===== src/psvt_pkg.sv =====
// psvt_pkg: message codes, status values, event codes and timing for the
// segment verify / terminate engine. Assumes a single 100 MHz system clock.
package psvt_pkg;
	// exchange bus message kinds (destination handler in the peer)
	localparam logic [2:0] PSVT_MSG_DMA_PARAM   = 3'h0; // dma control word to peer
	localparam logic [2:0] PSVT_MSG_DATA        = 3'h1; // one segment data word
	localparam logic [2:0] PSVT_MSG_VERIFY      = 3'h2; // check word to verification handler
	localparam logic [2:0] PSVT_MSG_SEG_TERM    = 3'h3; // check word nak to active port
	localparam logic [2:0] PSVT_MSG_SEG_DONE    = 3'h4; // segment completion status
	localparam logic [2:0] PSVT_MSG_DMA_WRITE   = 3'h5; // segment length to passive writer
	localparam logic [2:0] PSVT_MSG_SEG_NOTIFY  = 3'h6; // good segment to passive port
	localparam logic [2:0] PSVT_MSG_TERM        = 3'h7; // termination request / echo
	// status values
	localparam logic [15:0] PSVT_STAT_ACK       = 16'h0001;
	localparam logic [15:0] PSVT_STAT_NAK       = 16'h0002;
	localparam logic [15:0] PSVT_STAT_CHK_NAK   = 16'h0003;
	// interrupt event codes to the port processor
	localparam logic [2:0] PSVT_EV_SEG_GOOD     = 3'h1;
	localparam logic [2:0] PSVT_EV_SEG_STATUS   = 3'h2;
	localparam logic [2:0] PSVT_EV_CHECK_ERR    = 3'h3;
	localparam logic [2:0] PSVT_EV_TERM         = 3'h4;
	localparam logic [2:0] PSVT_EV_DIALOG_END   = 3'h5;
	localparam logic [2:0] PSVT_EV_OUT_OF_SYNC  = 3'h6;
	// dma control word: bit 15 set means passive to active
	localparam int          PSVT_DCW_DIR_BIT    = 15;
	localparam int          PSVT_DCW_LEN_W      = 15;
	// check word reset value
	localparam logic [15:0] PSVT_CHK_INIT       = 16'h0000;
	// time-out
	localparam int          PSVT_CLK_MHZ        = 100;
	localparam int          PSVT_TIMEOUT_US     = 1000;
	localparam int          PSVT_TIMEOUT_CYC    = PSVT_TIMEOUT_US * PSVT_CLK_MHZ;
	// engine states
	typedef enum logic [3:0] {
		PSVT_IDLE      = 4'b0000,
		PSVT_A_SEND    = 4'b0001,
		PSVT_A_RECV    = 4'b0011,
		PSVT_A_WAIT    = 4'b0010,
		PSVT_P_SEND    = 4'b0110,
		PSVT_P_RECV    = 4'b0111,
		PSVT_P_WAIT    = 4'b0101,
		PSVT_P_AVAIL   = 4'b0100
	} psvt_state_e;
endpackage : psvt_pkg


===== src/psvt_timer.sv =====
// psvt_timer: reloadable time-out counter, one-cycle expiry pulse.
// Assumes start and stop come from logic on clk_sys.
`timescale 1ns/1ps
`default_nettype none
module psvt_timer
	import psvt_pkg::*;
#(
	parameter int TIMEOUT_CYC = PSVT_TIMEOUT_CYC
)(
	input  wire logic clk_sys,
	input  wire logic rst,
	input  wire logic start,
	input  wire logic stop,
	output logic      expired
);
	localparam int CW = $clog2(TIMEOUT_CYC + 1);
	// a reload needs at least two cycles to count down and pulse
	if (TIMEOUT_CYC < 2)
	begin : g_bad_timeout
		$error("psvt_timer: TIMEOUT_CYC too small");
	end

	logic [CW-1:0] count_reg;
	logic          run_reg;

	// reload on start, stop cancels, expiry pulses once
	always_ff @(posedge clk_sys)
	begin
		expired <= 1'b0;
		if (rst)
		begin
			count_reg <= '0;
			run_reg   <= 1'b0;
		end
		else if (start)
		begin
			count_reg <= CW'(TIMEOUT_CYC - 1);
			run_reg   <= 1'b1;
		end
		else if (stop)
			run_reg <= 1'b0;
		else if (run_reg)
		begin
			if (count_reg == '0)
			begin
				run_reg <= 1'b0;
				expired <= 1'b1;
			end
			else
				count_reg <= count_reg - 1'b1;
		end
	end
endmodule : psvt_timer
`default_nettype wire


===== src/psvt_engine.sv =====
// psvt_engine: segment transfer, check word verification and dialogue
// termination for one port, both active and passive roles.
// Assumes the peer and the exchange bus accept one message per cycle when
// tx_ready is high, and that port memory answers mem_rd with mem_rdata
// in the same cycle that mem_rd is high.
`timescale 1ns/1ps
`default_nettype none
module psvt_engine
	import psvt_pkg::*;
#(
	parameter int TIMEOUT_CYC = PSVT_TIMEOUT_CYC
)(
	input  wire logic        clk_sys,
	input  wire logic        rst,
	// port processor commands
	input  wire logic        cmd_seg_start,
	input  wire logic [15:0] cmd_dcw,
	input  wire logic        cmd_seg_status,
	input  wire logic        cmd_seg_ok,
	input  wire logic        cmd_term,
	input  wire logic [15:0] table_term_status,
	// exchange bus receive
	input  wire logic        rx_valid,
	input  wire logic [2:0]  rx_kind,
	input  wire logic [15:0] rx_data,
	// exchange bus transmit
	input  wire logic        tx_ready,
	output logic             tx_valid,
	output logic [2:0]       tx_kind,
	output logic [15:0]      tx_data,
	// port memory
	output logic             mem_rd,
	output logic             mem_wr,
	output logic [15:0]      mem_addr,
	output logic [15:0]      mem_wdata,
	input  wire logic [15:0] mem_rdata,
	// port processor interrupt and status
	output logic             irq,
	output logic [2:0]       irq_event,
	output logic [15:0]      irq_status,
	output logic [15:0]      term_status_store,
	output logic             passive_avail
);
	psvt_state_e   state_reg;
	logic [15:0]   chk_reg;
	logic [14:0]   len_reg;
	logic [14:0]   cnt_reg;
	logic          dir_p2a_reg;
	logic          rd_pend_reg;
	logic          tmr_start;
	logic          tmr_stop;
	logic          tmr_expired;

	// single-message send helper used on every outgoing path
	function automatic logic tx_free(input logic v, input logic rdy);
		return !v || rdy;
	endfunction

	psvt_timer #(
		.TIMEOUT_CYC (TIMEOUT_CYC)
	) u_timer (
		.clk_sys (clk_sys),
		.rst     (rst),
		.start   (tmr_start),
		.stop    (tmr_stop),
		.expired (tmr_expired)
	);

	// main dialogue sequencer
	always_ff @(posedge clk_sys)
	begin
		tmr_start <= 1'b0;
		tmr_stop  <= 1'b0;
		irq       <= 1'b0;
		mem_rd    <= 1'b0;
		mem_wr    <= 1'b0;
		if (rst)
		begin
			state_reg         <= PSVT_IDLE;
			chk_reg           <= PSVT_CHK_INIT;
			len_reg           <= '0;
			cnt_reg           <= '0;
			dir_p2a_reg       <= 1'b0;
			rd_pend_reg       <= 1'b0;
			tx_valid          <= 1'b0;
			tx_kind           <= '0;
			tx_data           <= '0;
			mem_addr          <= '0;
			mem_wdata         <= '0;
			irq_event         <= '0;
			irq_status        <= '0;
			term_status_store <= '0;
			passive_avail     <= 1'b1;
		end
		else
		begin
			// a message leaves once the peer takes it
			if (tx_valid && tx_ready)
				tx_valid <= 1'b0;
			if (tmr_expired)
			begin
				irq        <= 1'b1;
				irq_event  <= PSVT_EV_OUT_OF_SYNC;
				irq_status <= '0;
				state_reg  <= PSVT_IDLE;
				passive_avail <= 1'b1;
			end
			else if (cmd_seg_start && tx_free(tx_valid, tx_ready))
			begin
				// active side opens a segment
				tmr_stop    <= 1'b1;
				chk_reg     <= PSVT_CHK_INIT;
				len_reg     <= cmd_dcw[PSVT_DCW_LEN_W-1:0];
				cnt_reg     <= '0;
				mem_addr    <= '0;
				dir_p2a_reg <= cmd_dcw[PSVT_DCW_DIR_BIT];
				tx_valid    <= 1'b1;
				if (cmd_dcw[PSVT_DCW_DIR_BIT])
				begin
					tx_kind   <= PSVT_MSG_DMA_WRITE;
					tx_data   <= {1'b0, cmd_dcw[PSVT_DCW_LEN_W-1:0]};
					tmr_start <= 1'b1;
					state_reg <= PSVT_A_RECV;
				end
				else
				begin
					tx_kind   <= PSVT_MSG_DMA_PARAM;
					tx_data   <= cmd_dcw;
					state_reg <= PSVT_A_SEND;
				end
			end
			else if (cmd_seg_status && tx_free(tx_valid, tx_ready))
			begin
				tx_valid  <= 1'b1;
				tx_kind   <= PSVT_MSG_SEG_DONE;
				tx_data   <= cmd_seg_ok ? PSVT_STAT_ACK : PSVT_STAT_NAK;
				tmr_start <= 1'b1;
				state_reg <= PSVT_P_WAIT;
			end
			else if (cmd_term && tx_free(tx_valid, tx_ready))
			begin
				tx_valid  <= 1'b1;
				tx_kind   <= PSVT_MSG_TERM;
				tx_data   <= (table_term_status == PSVT_STAT_ACK) ? PSVT_STAT_ACK
				                                                : PSVT_STAT_NAK;
				tmr_start <= 1'b1;
				state_reg <= PSVT_A_WAIT;
			end
			else
			begin
				unique case (state_reg)
					PSVT_A_SEND, PSVT_P_SEND:
					begin
						// source side: read memory and stream words
						if (rd_pend_reg && tx_free(tx_valid, tx_ready))
						begin
							rd_pend_reg <= 1'b0;
							tx_valid    <= 1'b1;
							tx_kind     <= PSVT_MSG_DATA;
							tx_data     <= mem_rdata;
							chk_reg     <= chk_reg + mem_rdata;
							cnt_reg     <= cnt_reg + 15'd1;
							mem_addr    <= mem_addr + 16'd1;
						end
						else if (!rd_pend_reg && cnt_reg != len_reg && !tx_valid)
						begin
							mem_rd      <= 1'b1;
							rd_pend_reg <= 1'b1;
						end
						else if (!rd_pend_reg && cnt_reg == len_reg
						         && tx_free(tx_valid, tx_ready))
						begin
							tx_valid  <= 1'b1;
							tx_kind   <= PSVT_MSG_VERIFY;
							tx_data   <= chk_reg;
							tmr_start <= 1'b1;
							state_reg <= (state_reg == PSVT_A_SEND) ? PSVT_A_WAIT
							                                        : PSVT_P_WAIT;
						end
					end
					PSVT_A_RECV, PSVT_P_RECV:
					begin
						// sink side: store words and check the sum
						if (rx_valid && rx_kind == PSVT_MSG_DATA)
						begin
							mem_wr    <= 1'b1;
							mem_wdata <= rx_data;
							mem_addr  <= cnt_reg == '0 ? 16'h0000 : mem_addr + 16'd1;
							chk_reg   <= chk_reg + rx_data;
							cnt_reg   <= cnt_reg + 15'd1;
							tmr_start <= 1'b1;
						end
						else if (rx_valid && rx_kind == PSVT_MSG_VERIFY
						         && tx_free(tx_valid, tx_ready))
						begin
							tmr_start <= 1'b1;
							if (state_reg == PSVT_P_RECV)
							begin
								state_reg <= PSVT_P_WAIT;
								if (rx_data != chk_reg)
								begin
									tx_valid <= 1'b1;
									tx_kind  <= PSVT_MSG_SEG_TERM;
									tx_data  <= PSVT_STAT_CHK_NAK;
								end
								else
								begin
									irq        <= 1'b1;
									irq_event  <= PSVT_EV_SEG_GOOD;
									irq_status <= PSVT_STAT_ACK;
								end
							end
							else
							begin
								state_reg <= PSVT_A_WAIT;
								if (rx_data == chk_reg)
								begin
									tx_valid <= 1'b1;
									tx_kind  <= PSVT_MSG_SEG_NOTIFY;
									tx_data  <= PSVT_STAT_ACK;
								end
								else
								begin
									irq        <= 1'b1;
									irq_event  <= PSVT_EV_CHECK_ERR;
									irq_status <= PSVT_STAT_CHK_NAK;
								end
							end
						end
					end
					PSVT_A_WAIT:
					begin
						// active waits for segment status or termination echo
						// a check nak only answers an active write
						if (rx_valid && (rx_kind == PSVT_MSG_SEG_DONE
						                 || (rx_kind == PSVT_MSG_SEG_TERM
						                     && !dir_p2a_reg)))
						begin
							irq        <= 1'b1;
							irq_event  <= PSVT_EV_SEG_STATUS;
							irq_status <= rx_data;
							tmr_start  <= 1'b1;
							state_reg  <= PSVT_IDLE;
						end
						else if (rx_valid && rx_kind == PSVT_MSG_TERM)
						begin
							irq        <= 1'b1;
							irq_event  <= PSVT_EV_DIALOG_END;
							irq_status <= rx_data;
							tmr_stop   <= 1'b1;
							state_reg  <= PSVT_IDLE;
						end
					end
					PSVT_P_AVAIL:
					begin
						// echo sent: passive role free again
						if (tx_free(tx_valid, tx_ready))
						begin
							passive_avail <= 1'b1;
							state_reg     <= PSVT_IDLE;
						end
					end
					PSVT_IDLE, PSVT_P_WAIT:
					begin
						// idle and passive wait: react to peer messages
						if (rx_valid && rx_kind == PSVT_MSG_DMA_PARAM)
						begin
							passive_avail <= 1'b0;
							chk_reg       <= PSVT_CHK_INIT;
							cnt_reg       <= '0;
							len_reg       <= rx_data[PSVT_DCW_LEN_W-1:0];
							tmr_start     <= 1'b1;
							state_reg     <= PSVT_P_RECV;
						end
						else if (rx_valid && rx_kind == PSVT_MSG_DMA_WRITE)
						begin
							passive_avail <= 1'b0;
							chk_reg       <= PSVT_CHK_INIT;
							cnt_reg       <= '0;
							mem_addr      <= '0;
							len_reg       <= rx_data[PSVT_DCW_LEN_W-1:0];
							tmr_stop      <= 1'b1;
							state_reg     <= PSVT_P_SEND;
						end
						else if (rx_valid && rx_kind == PSVT_MSG_SEG_NOTIFY)
						begin
							irq        <= 1'b1;
							irq_event  <= PSVT_EV_SEG_GOOD;
							irq_status <= rx_data;
							tmr_start  <= 1'b1;
							state_reg  <= PSVT_P_WAIT;
						end
						else if (rx_valid && rx_kind == PSVT_MSG_TERM
						         && tx_free(tx_valid, tx_ready))
						begin
							term_status_store <= rx_data;
							irq        <= 1'b1;
							irq_event  <= PSVT_EV_TERM;
							irq_status <= rx_data;
							tx_valid   <= 1'b1;
							tx_kind    <= PSVT_MSG_TERM;
							tx_data    <= rx_data;
							tmr_stop   <= 1'b1;
							state_reg  <= PSVT_P_AVAIL;
						end
					end
					default:
					begin
						// unused state code: fall back to idle
						state_reg <= PSVT_IDLE;
					end
				endcase
			end
		end
	end

	// the timer cannot serve a time-out shorter than two cycles
	if (TIMEOUT_CYC < 2)
	begin : g_bad_timeout
		$error("psvt_engine: TIMEOUT_CYC too small");
	end
endmodule : psvt_engine
`default_nettype wire


===== config.mk =====
export PLATFORM = sky130hd
export DESIGN_NAME = psvt_engine
export DESIGN_NICKNAME = d
export VERILOG_FILES = /design/src/psvt_pkg.sv /design/src/psvt_timer.sv /design/src/psvt_engine.sv
export SDC_FILE = /design/constraint.sdc
export NUM_CORES = 1
export LEC_CHECK = 0
export BUFFER_PORTS_ARGS = -buffer_cell sky130_fd_sc_hd__buf_2
export CORE_MARGIN = 1
export CORE_UTILIZATION = 50
export CTS_BUF_LIST = sky130_fd_sc_hd__clkbuf_8
export DETAILED_ROUTE_END_ITERATION = 10
export PLACE_DENSITY = 0.73
export SYNTH_ARGS = -nofsm -noshare
export SYNTH_HDL_FRONTEND = slang
export SYNTH_HIERARCHICAL = 1
export SYNTH_SLANG_ARGS = --single-unit

===== constraint.sdc =====
create_clock -name clk_sys -period 4.4 [get_ports clk_sys]
set_input_delay 0.88 -clock clk_sys [delete_from_list [all_inputs] [get_ports clk_sys]]
set_output_delay 0.88 -clock clk_sys [all_outputs]
set_load 0.02 [all_outputs]

==> results_dict.tcl, run 1 <==
set metrics [dict create \
    status "finished, final reports clean" \
    rows 49 \
    fin_tns_setup_ns 0 \
    crit_start "state_reg[1]$_SDFFE_PP0P_" \
    grt_antenna_before_repair 0 \
    clock_power_share_pct 30.7 \
    ant_nets 0 \
    fmax_mhz 267 \
    cts_hold_buf 0 \
    p_leak_nw 4.26 \
    setup_viol_count_final 0 \
    finalWirelength_mm 28.3 \
    timing.final.crit_share_pct 85.1 \
    syn-cell-area_um2 9220 \
    tightest_slew_ns 1.01 \
    synth_cell_types 82 \
    insertedDiodeCount 0 \
    grt_max_degree 51 \
    cts_tree "built" \
    drc_errors 0 \
    core_area_um2 18000 \
    yosys_most_used_dff "dfxtp_1" \
    drt_iter0_markers 926 \
    cp_slowest_cell "dfxtp_1" \
    syn-num-nets 1261 \
    min-delay-start "term_status_store[11]$_SDFFE_PP0P_" \
    cp_data_required_time_ns 4.77 \
    gp_congestion 0.945 \
    crit_fanout 24 \
    dr_total_vias 9114 \
    finish.instance_area_um2 10500 \
    cellPowerDensity_nw_per_um2 398 \
    vdd_ir_drop_max_uv 264 \
    synth_edf_count 0 \
    die_h_um 138 \
    final_net_count 1375 \
    worstReg2RegStart "state_reg[1]$_SDFFE_PP0P_" \
    worst_setup_path_start_kind "flop" \
    cts_setup_buffers 0 \
    hold_violations 0 \
    dp_hpwl_mm 20.6 \
    setup_slack_ns 0.656 \
    period_needed_ns 3.74 \
    syn_to_final_growth_pct 14.3 \
    grt_pass1_wl_mm 43.4 \
    rsz0062_at_grt "false" \
    fin_cells 1520 \
    drtPass1Iterations 7 \
    cp-end-kind "flop" \
    max_cap_viol_count 0 \
    slowest_delay_ns 0.68 \
    ios 166 \
    initial_core_util_pct 51.2 \
    cts_resized 0 \
    max_slew_margin_pct 32.5 \
    async_flop_share_pct 0 \
    clockBufferDepth 2 \
    p_sw_w 0.00149 \
    synth_cells 1164 \
    die_w_um 138 \
    cts.htree.levels 4 \
    avgSynthCellArea_um2 7.92 \
    ys.warnings.count 6 \
    dp.cells 1488 \
    post_drt_wl_per_cell_um 18.6 \
    holdCritPathClass "flop to flop" \
    drive_gt1_share_pct 20.3 \
    holdWs_ns 0.451 \
    overflow 0 \
    slew_viol_final 0 \
    vias_per_cell 6.00 \
    cp.arrival_ns 4.12 \
    portBuffers 165 \
    cts-root-buf "clkbuf_8" \
    cp_cell_sequence "nand2_2, mux2_2, ha_1, a2111oi_0, o21ai_0, a221oi_2, o211ai_1, and3_1, a211o_1" \
    largest_reg_flops 17 \
    clk_latency_ns 0.48 \
    p_seq_share_pct 40.6 \
    switching_share_pct 35.6 \
    grt_pass1_vias 8071 \
    clk_pin_slew_ns 0.09 \
    ys_seq_elements 163 \
    die_area_um2 19000 \
    clock_skew_ns 0.0161 \
    cts_made_buffers 17 \
    place_area_um2 10100 \
    p_int_w 0.00270 \
    gr-usage-all-layers_pct 29.8 \
    place_ws_ns 0.730 \
    yosysSeqAreaShare_pct 35.4 \
    crit_type "flop to flop" \
    p_comb_share_pct 28.7 \
    cts_num_sinks 163 \
]
-- worst max-delay path: cells and delay by family (launching register included) --
kind	cells	cell delay [ns]
AO/OA/AOI/OAI	5	1.47
adder cells (fa/ha/maj)	1	0.37
flip-flops	1	0.68
multiplexers	1	0.42
AND/OR/NAND/NOR	2	0.69
-- stage by stage --
stage	total power (W)	utilization, %
floorplan	0.00257	-
detailed placement	0.00291	55.9
global placement	0.00290	55.9
CTS	0.00418	58.5
finish	0.00419	58.5
global route	0.00437	58.5
-- layer usage --
layer | GRT usage (%) | up-vias | share of wire [%]
li1 | - | 4403 | -
met1 | 42.0 | 4259 | 45
met2 | 45.5 | 392 | 45
met3 | 4.60 | 60 | 7.1
met4 | 10.8 | 0 | 2.7
met5 | 0 | - | 0
-- worst paths after layout --
check                                                           to  slack (ns)  cells past startpoint
worst max-delay path                      chk_reg[15]$_SDFFE_PP0P_        0.66                      9
worst min-delay path            term_status_store[11]$_SDFFE_PP0P_        0.45                      2
worst max register to register            chk_reg[15]$_SDFFE_PP0P_        0.66                      9
worst min register to register  term_status_store[11]$_SDFFE_PP0P_        0.45                      2
-- power by group through the flow --
| stage | Clock [W] | Sequential [W] | Combinational [W] |
|---|---|---|---|
| 6_report | 0.00129 | 0.00170 | 0.00120 |
| 4_1_cts | 0.00130 | 0.00170 | 0.00118 |
| 2_1_floorplan | 0 | 0.00176 | 0.000812 |
| 3_3_place_gp | 0 | 0.00173 | 0.00117 |
| 3_5_place_dp | 0 | 0.00173 | 0.00118 |
| 5_1_grt | 0.00136 | 0.00172 | 0.00129 |
-- area by class of cell --
class                      instances  area [um2]
clock buffer                      22         303
clock inverter                    10         168
fill                            1656        7480
inverter                          27         101
sequential                       163        3260
timing repair buffer             179         943
multi-input combinational        890        5480
tap                              229         287
-- cell usage after synthesis, types with 4 or more instances --
library cell  count  share of area (%)
inv_1            25                1.0
nor3_1           20                1.1
nor4_1           21                1.4
nand3_1          30                1.6
o21ai_0          28                1.5
nor2_1           99                4.0
ha_1             21                2.8
buf_1             6               0.24
and4_1            4               0.38
clkbuf_1         38                1.5
mux2_2           18                2.2
a21oi_1         129                7.0
a31oi_1          12               0.81
nand2b_1         13               0.88
buf_2            21                1.1
o211ai_1          7               0.57
xnor2_1          39                3.7
xor2_1           27                2.6
mux2i_1           6               0.65
nand2_1         187                7.6
nor4b_1           5               0.47
nand4_1          12               0.81
a211o_1           5               0.47
a211oi_1         15                1.2
a311oi_1         30                2.8
nor2b_1           8               0.54
a21o_1            8               0.65
or4_1            12               0.98
and3_1           10               0.68
nor3b_1           6               0.49
or3_1            13               0.88
o31ai_1          10               0.81
clkbuf_2         16               0.87
dfxtp_1         163                 35
a22o_1           17                1.6
o21bai_1          4               0.33
or2_2             8               0.54
-- cells by family (layout without fill, tap and decap cells) --
family	after synthesis	count (layout)	synth area share, %
AND/OR/NAND/NOR	468	468	24.6
buffers and inverters	111	238	5.22
adder cells (fa/ha/maj)	23	23	3.17
flip-flops	163	163	35.4
multiplexers	24	24	2.85
XOR/XNOR	67	67	6.44
AO/OA/AOI/OAI	308	308	22.4
-- cell usage in the layout (no fill, tap or decap), types with 15 or more instances in the layout --
master,instances
nand2_1,187
buf_2,165
dfxtp_1,163
a21oi_1,129
nor2_1,99
xnor2_1,39
nand3_1,30
a311oi_1,30
o21ai_0,28
xor2_1,27
inv_1,25
clkbuf_8,22
nor4_1,21
ha_1,21
nor3_1,20
mux2_2,18
a22o_1,17
a211oi_1,15
(Power assumes the default switching activity.)
==> run 2: changes to the inputs <==
--- a/config.mk
+++ b/config.mk
@@ -9,8 +9,11 @@
 export CORE_MARGIN = 1
 export CORE_UTILIZATION = 50
 export CTS_BUF_LIST = sky130_fd_sc_hd__clkbuf_8
+export CTS_CLUSTER_SIZE = 12
 export DETAILED_ROUTE_END_ITERATION = 10
+export HOLD_SLACK_MARGIN = 0.03
 export PLACE_DENSITY = 0.73
+export REMOVE_ABC_BUFFERS = 1
 export SYNTH_ARGS = -nofsm -noshare
 export SYNTH_HDL_FRONTEND = slang
 export SYNTH_HIERARCHICAL = 1
==> results_dict.tcl, run 2 (synthesized netlist as in run 1, its figures left out) <==
set metrics [dict create \
    status "finished, final reports clean" \
    drc_errors 0 \
    p_comb_share_pct 30.5 \
    die_h_um 138 \
    drtPass1Iterations 5 \
    ios 166 \
    clk_pin_slew_ns 0.09 \
    cp-end-kind "flop" \
    clockBufferDepth 2 \
    min_to "term_status_store[10]$_SDFFE_PP0P_" \
    cts_tree "built" \
    final_common_cell "nand2_1" \
    crit_start "state_reg[1]$_SDFFE_PP0P_" \
    cts_made_buffers 17 \
    p_sw_w 0.00151 \
    crit_type "flop to flop" \
    overflow 0 \
    syn_to_final_growth_pct 13.6 \
    clock_power_share_pct 26.7 \
    reg2regPathDepth 9 \
    cts-root-buf "clkbuf_8" \
    fin_tns_setup_ns 0 \
    grt_pass1_wl_mm 44.1 \
    max_cap_viol_count 0 \
    portBuffers 165 \
    grt_max_degree 35 \
    die_w_um 138 \
    worstReg2RegStart "state_reg[1]$_SDFFE_PP0P_" \
    report.power.total_w 0.00396 \
    cts_setup_buffers 0 \
    vdd_ir_drop_max_uv 305 \
    initial_core_util_pct 51.2 \
    rrSetupSlack_ns 0.69 \
    p_seq_share_pct 42.8 \
    setup_viol_count_final 0 \
    clock_skew_ns 0.0161 \
    cts.htree.levels 4 \
    gp_congestion 0.942 \
    hold_violations 0 \
    p_leak_nw 4.25 \
    worst_setup_path_start_kind "flop" \
    tightest_slew_ns 0.904 \
    cp_data_required_time_ns 4.76 \
    drive_gt1_share_pct 20.7 \
    cellPowerDensity_nw_per_um2 378 \
    fmax_mhz 270 \
    rsz0062_at_grt "false" \
    rows 49 \
    cp.arrival_ns 4.07 \
    grt_pass1_vias 8113 \
    die_area_um2 19000 \
    largest_reg_flops 17 \
    max_slew_margin_pct 39.5 \
    vias_per_cell 5.97 \
    slew_viol_final 0 \
    ant_nets 0 \
    post_drt_wl_per_cell_um 18.6 \
    crit_fanout 17 \
    grt_antenna_before_repair 0 \
    dr_total_vias 9111 \
    layout_common_cells "nand2_1, buf_2, dfxtp_1" \
    p_int_w 0.00246 \
    drt_iter0_markers 638 \
    gr-usage-all-layers_pct 30.2 \
    period_needed_ns 3.71 \
    insertedDiodeCount 0 \
    clk_latency_ns 0.47 \
    cts_hold_buf 0 \
    hold_depth 2 \
    finalWirelength_mm 28.3 \
    dp_hpwl_mm 20.3 \
    min-delay-start "term_status_store[10]$_SDFFE_PP0P_" \
    reg2reg_to "chk_reg[15]$_SDFFE_PP0P_" \
    final_net_count 1382 \
    cts_resized 0 \
    timing.final.crit_share_pct 84.2 \
    holdCritPathClass "flop to flop" \
    switching_share_pct 38.0 \
    cts_num_sinks 163 \
    core_area_um2 18000 \
]
==> run 2: metrics by stage <==
step	std cells	utilization (%)	setup slack [ns]	instance area [um2]	hold slack, ns
5_1_grt	1527	58.1	0.417	10500	0.474
4_1_cts	1527	58.1	0.754	10500	0.455
3_5_place_dp	1495	56.1	0.795	10100	0.441
2_1_floorplan	1080	-	0.932	8840	0.448
3_3_place_gp	1495	56.1	0.879	10100	0.436
6_report	1527	58.1	0.693	10500	0.452
==> run 2: how the worst max path moves through the flow <==
stage,end,slack (ns),cells after the start
5_1_grt,chk_reg[15]$_SDFFE_PP0P_,0.42,9
2_1_floorplan,mem_addr[13]$_SDFFE_PP0P_,0.93,6
4_1_cts,chk_reg[15]$_SDFFE_PP0P_,0.75,9
3_3_place_gp,tx_data[14]$_SDFFE_PP0P_,0.88,9
3_5_place_dp,chk_reg[15]$_SDFFE_PP0P_,0.80,9
6_report,chk_reg[15]$_SDFFE_PP0P_,0.69,9
==> run 2: power groups by stage <==
stage | clock network [W] | registers, W | logic, W
after CTS | 0.00108 | 0.00169 | 0.00119
after global placement | 0 | 0.00173 | 0.00118
final | 0.00106 | 0.00170 | 0.00121
after floorplan | 0 | 0.00178 | 0.000715
after detailed placement | 0 | 0.00173 | 0.00118
after global routing | 0.00113 | 0.00171 | 0.00131
==> run 2: per-layer routing <==
| layer | global-route usage [%] | up-vias | wire length, um |
|---|---|---|---|
| li1 | - | 4417 | - |
| met1 | 39.8 | 4289 | 12100 |
| met2 | 48.3 | 345 | 13300 |
| met3 | 4.82 | 60 | 1950 |
| met4 | 13.7 | 0 | 970 |
| met5 | 0 | - | 0 |
==> run 2: layout make-up <==
type / count / area (um2)
clock buffers: 17 / 234
clock inverters: 15 / 130
fillers: 1723 / 7540
inverters: 27 / 101
multi-input cells: 890 / 5480
flip-flops and latches: 163 / 3260
well taps: 229 / 287
repair buffers: 186 / 986
==> run 2: worst max-delay path, cell delays in order (launching register included) <==
cell       delay (ns)
dfxtp_1          0.68
nand2_2          0.44
mux2_2           0.41
ha_1             0.39
a2111oi_0        0.41
o21ai_0          0.23
a221oi_2         0.40
o211ai_1         0.17
and3_1           0.21
a211o_1          0.26
==> run 3: changes to the inputs <==
--- a/config.mk
+++ b/config.mk
@@ -12,7 +12,7 @@
 export CTS_CLUSTER_SIZE = 12
 export DETAILED_ROUTE_END_ITERATION = 10
 export HOLD_SLACK_MARGIN = 0.03
-export PLACE_DENSITY = 0.73
+export PLACE_DENSITY = 0.76
 export REMOVE_ABC_BUFFERS = 1
 export SYNTH_ARGS = -nofsm -noshare
 export SYNTH_HDL_FRONTEND = slang
==> constraint.sdc (replaced) <==
create_clock -name clk_sys -period 3.35 [get_ports clk_sys]
set_input_delay 0.67 -clock clk_sys [delete_from_list [all_inputs] [get_ports clk_sys]]
set_output_delay 0.67 -clock clk_sys [all_outputs]
set_load 0.02 [all_outputs]
==> results_dict.tcl, run 3 (synthesized netlist as in run 1, its figures left out) <==
set metrics [dict create \
    crit_type "flop to flop" \
    holdWs_ns 0.454 \
    timing.final.crit_share_pct 91.7 \
    min_to "term_status_store[10]$_SDFFE_PP0P_" \
    post_drt_wl_per_cell_um 18.2 \
    busiest_layer "met2" \
    clk_latency_ns 0.48 \
    cts_setup_buffers 0 \
    reg2regPathDepth 10 \
    worstReg2RegStart "state_reg[1]$_SDFFE_PP0P_" \
    insertedDiodeCount 0 \
    multi_input_area_um2 5480 \
    cp.arrival_ns 3.45 \
    vias_per_cell 5.99 \
    finalWirelength_mm 28.0 \
    fin_cells 1541 \
    hold_violations 0 \
    dp_hpwl_mm 20.2 \
    die_area_um2 19000 \
    rrSetupSlack_ns 0.28 \
    cp_data_required_time_ns 3.72 \
    dp.cells 1509 \
    clock_skew_ns 0.0214 \
    layout_common_cells "nand2_1, buf_2, dfxtp_1" \
    grt_pass1_wl_mm 43.1 \
    clk_pin_slew_ns 0.11 \
    drive_gt1_share_pct 21.5 \
    ant_nets 0 \
    grt_max_degree 33 \
    cts_made_buffers 17 \
    regArea_um2 3260 \
    crit_fanout 17 \
    cellPowerDensity_nw_per_um2 509 \
    tightest_slew_ns 0.794 \
    grtUsageMet1_pct 39.7 \
    worst_setup_path_start_kind "flop" \
    drt_iter0_markers 769 \
    reg2reg_to "chk_reg[14]$_SDFFE_PP0P_" \
    die_w_um 138 \
    cts_resized 0 \
    initial_core_util_pct 51.2 \
    cts.htree.levels 4 \
    rows 49 \
    overflow 0 \
    gr-usage-met3_pct 5.48 \
    fillCellCount 1675 \
    period_needed_ns 3.07 \
    status "finished, final reports clean" \
    fin_tns_setup_ns 0 \
    hold_depth 2 \
    fmax_mhz 326 \
    portBuffers 165 \
    cts-root-buf "clkbuf_8" \
    met2_usage_pct 47.6 \
    drtPass1Iterations 5 \
    core_area_um2 18000 \
    p_leak_nw 4.36 \
    rsz0062_at_grt "false" \
    slew_viol_final 0 \
    syn_to_final_growth_pct 15.7 \
    cts_num_sinks 163 \
    holdCritPathClass "flop to flop" \
    cts_hold_buf 0 \
    final_common_cell "nand2_1" \
    max_cap_viol_count 0 \
    utilization_pct 59.2 \
    drc_errors 0 \
    final_net_count 1396 \
    largest_reg_flops 17 \
    dr_total_vias 9238 \
    ios 166 \
    cp-end-kind "flop" \
    clockBufferDepth 2 \
    grt_antenna_before_repair 0 \
    gp_congestion 0.971 \
    min-delay-start "term_status_store[10]$_SDFFE_PP0P_" \
    setup_viol_count_final 0 \
    max_slew_margin_pct 46.9 \
    cts_tree "built" \
    die_h_um 138 \
    grt_pass1_vias 8247 \
    vdd_ir_drop_max_uv 307 \
    gr-usage-all-layers_pct 29.5 \
]
## run 3: cell count changes in the layout (fill, tap and decap cells not counted)
cell | before | now
buf_12 | 0 | 3
buf_2 | 164 | 165
buf_4 | 22 | 32
bufinv_16 | 1 | 2
clkinv_2 | 6 | 0
clkinv_4 | 3 | 0
clkinv_8 | 0 | 1
inv_1 | 25 | 26
inv_6 | 5 | 7
inv_8 | 0 | 4
## run 3: worst max path at each step
stage / end / startpoint / slack [ns] / cells after the start
after CTS: chk_reg[14]$_SDFFE_PP0P_ / state_reg[1]$_SDFFE_PP0P_ / 0.30 / 10
after floorplan: mem_addr[13]$_SDFFE_PP0P_ / tx_ready / 0.09 / 6
after global placement: chk_reg[15]$_SDFFE_PP0P_ / rx_data[1] / 0.38 / 11
after global routing: chk_reg[14]$_SDFFE_PP0P_ / state_reg[1]$_SDFFE_PP0P_ / 0.09 / 10
final: chk_reg[14]$_SDFFE_PP0P_ / state_reg[1]$_SDFFE_PP0P_ / 0.28 / 10
after detailed placement: chk_reg[14]$_SDFFE_PP0P_ / state_reg[1]$_SDFFE_PP0P_ / 0.31 / 10
## run 3: worst max-delay path: stages (launching register included)
cell and delay [ns]:
dfxtp_1 0.34, nand2_2 0.35, mux2_2 0.40, ha_1 0.35, a21oi_1 0.22, o21bai_1 0.14, or3_1 0.32, o21a_1 0.21
a311oi_1 0.32, xnor2_1 0.11, a22o_1 0.23
## run 3: area by class of cell
type | count | share of cell area, %
clock inverters | 15 | 1.75
repair buffers | 200 | 10.5
multi-input cells | 890 | 51.3
flip-flops and latches | 163 | 30.6
clock buffers | 17 | 2.19
well taps | 229 | 2.68
inverters | 27 | 0.949
## run 3: per-layer routing
layer / part of all wire [%] / up-vias
li1: - / 4446
met1: 44 / 4346
met2: 46 / 392
met3: 7.9 / 54
met4: 2.3 / 0
met5: 0 / -
## run 3: through the flow
stage | instance area [um2] | setup WS (ns) | total power [W]
floorplan | 8840 | 0.0919 | 0.00328
global placement | 10300 | 0.378 | 0.00387
detailed placement | 10300 | 0.313 | 0.00389
CTS | 10700 | 0.295 | 0.00542
global route | 10700 | 0.0931 | 0.00569
finish | 10700 | 0.279 | 0.00544
## run 3: power breakdown
part	internal [W]	leakage (nW)	switching, W	total (W)
combinational	0.000608	2.81	0.00108	0.00169
sequential	0.00208	1.33	0.000115	0.00220
clock	0.000703	0.219	0.000845	0.00155
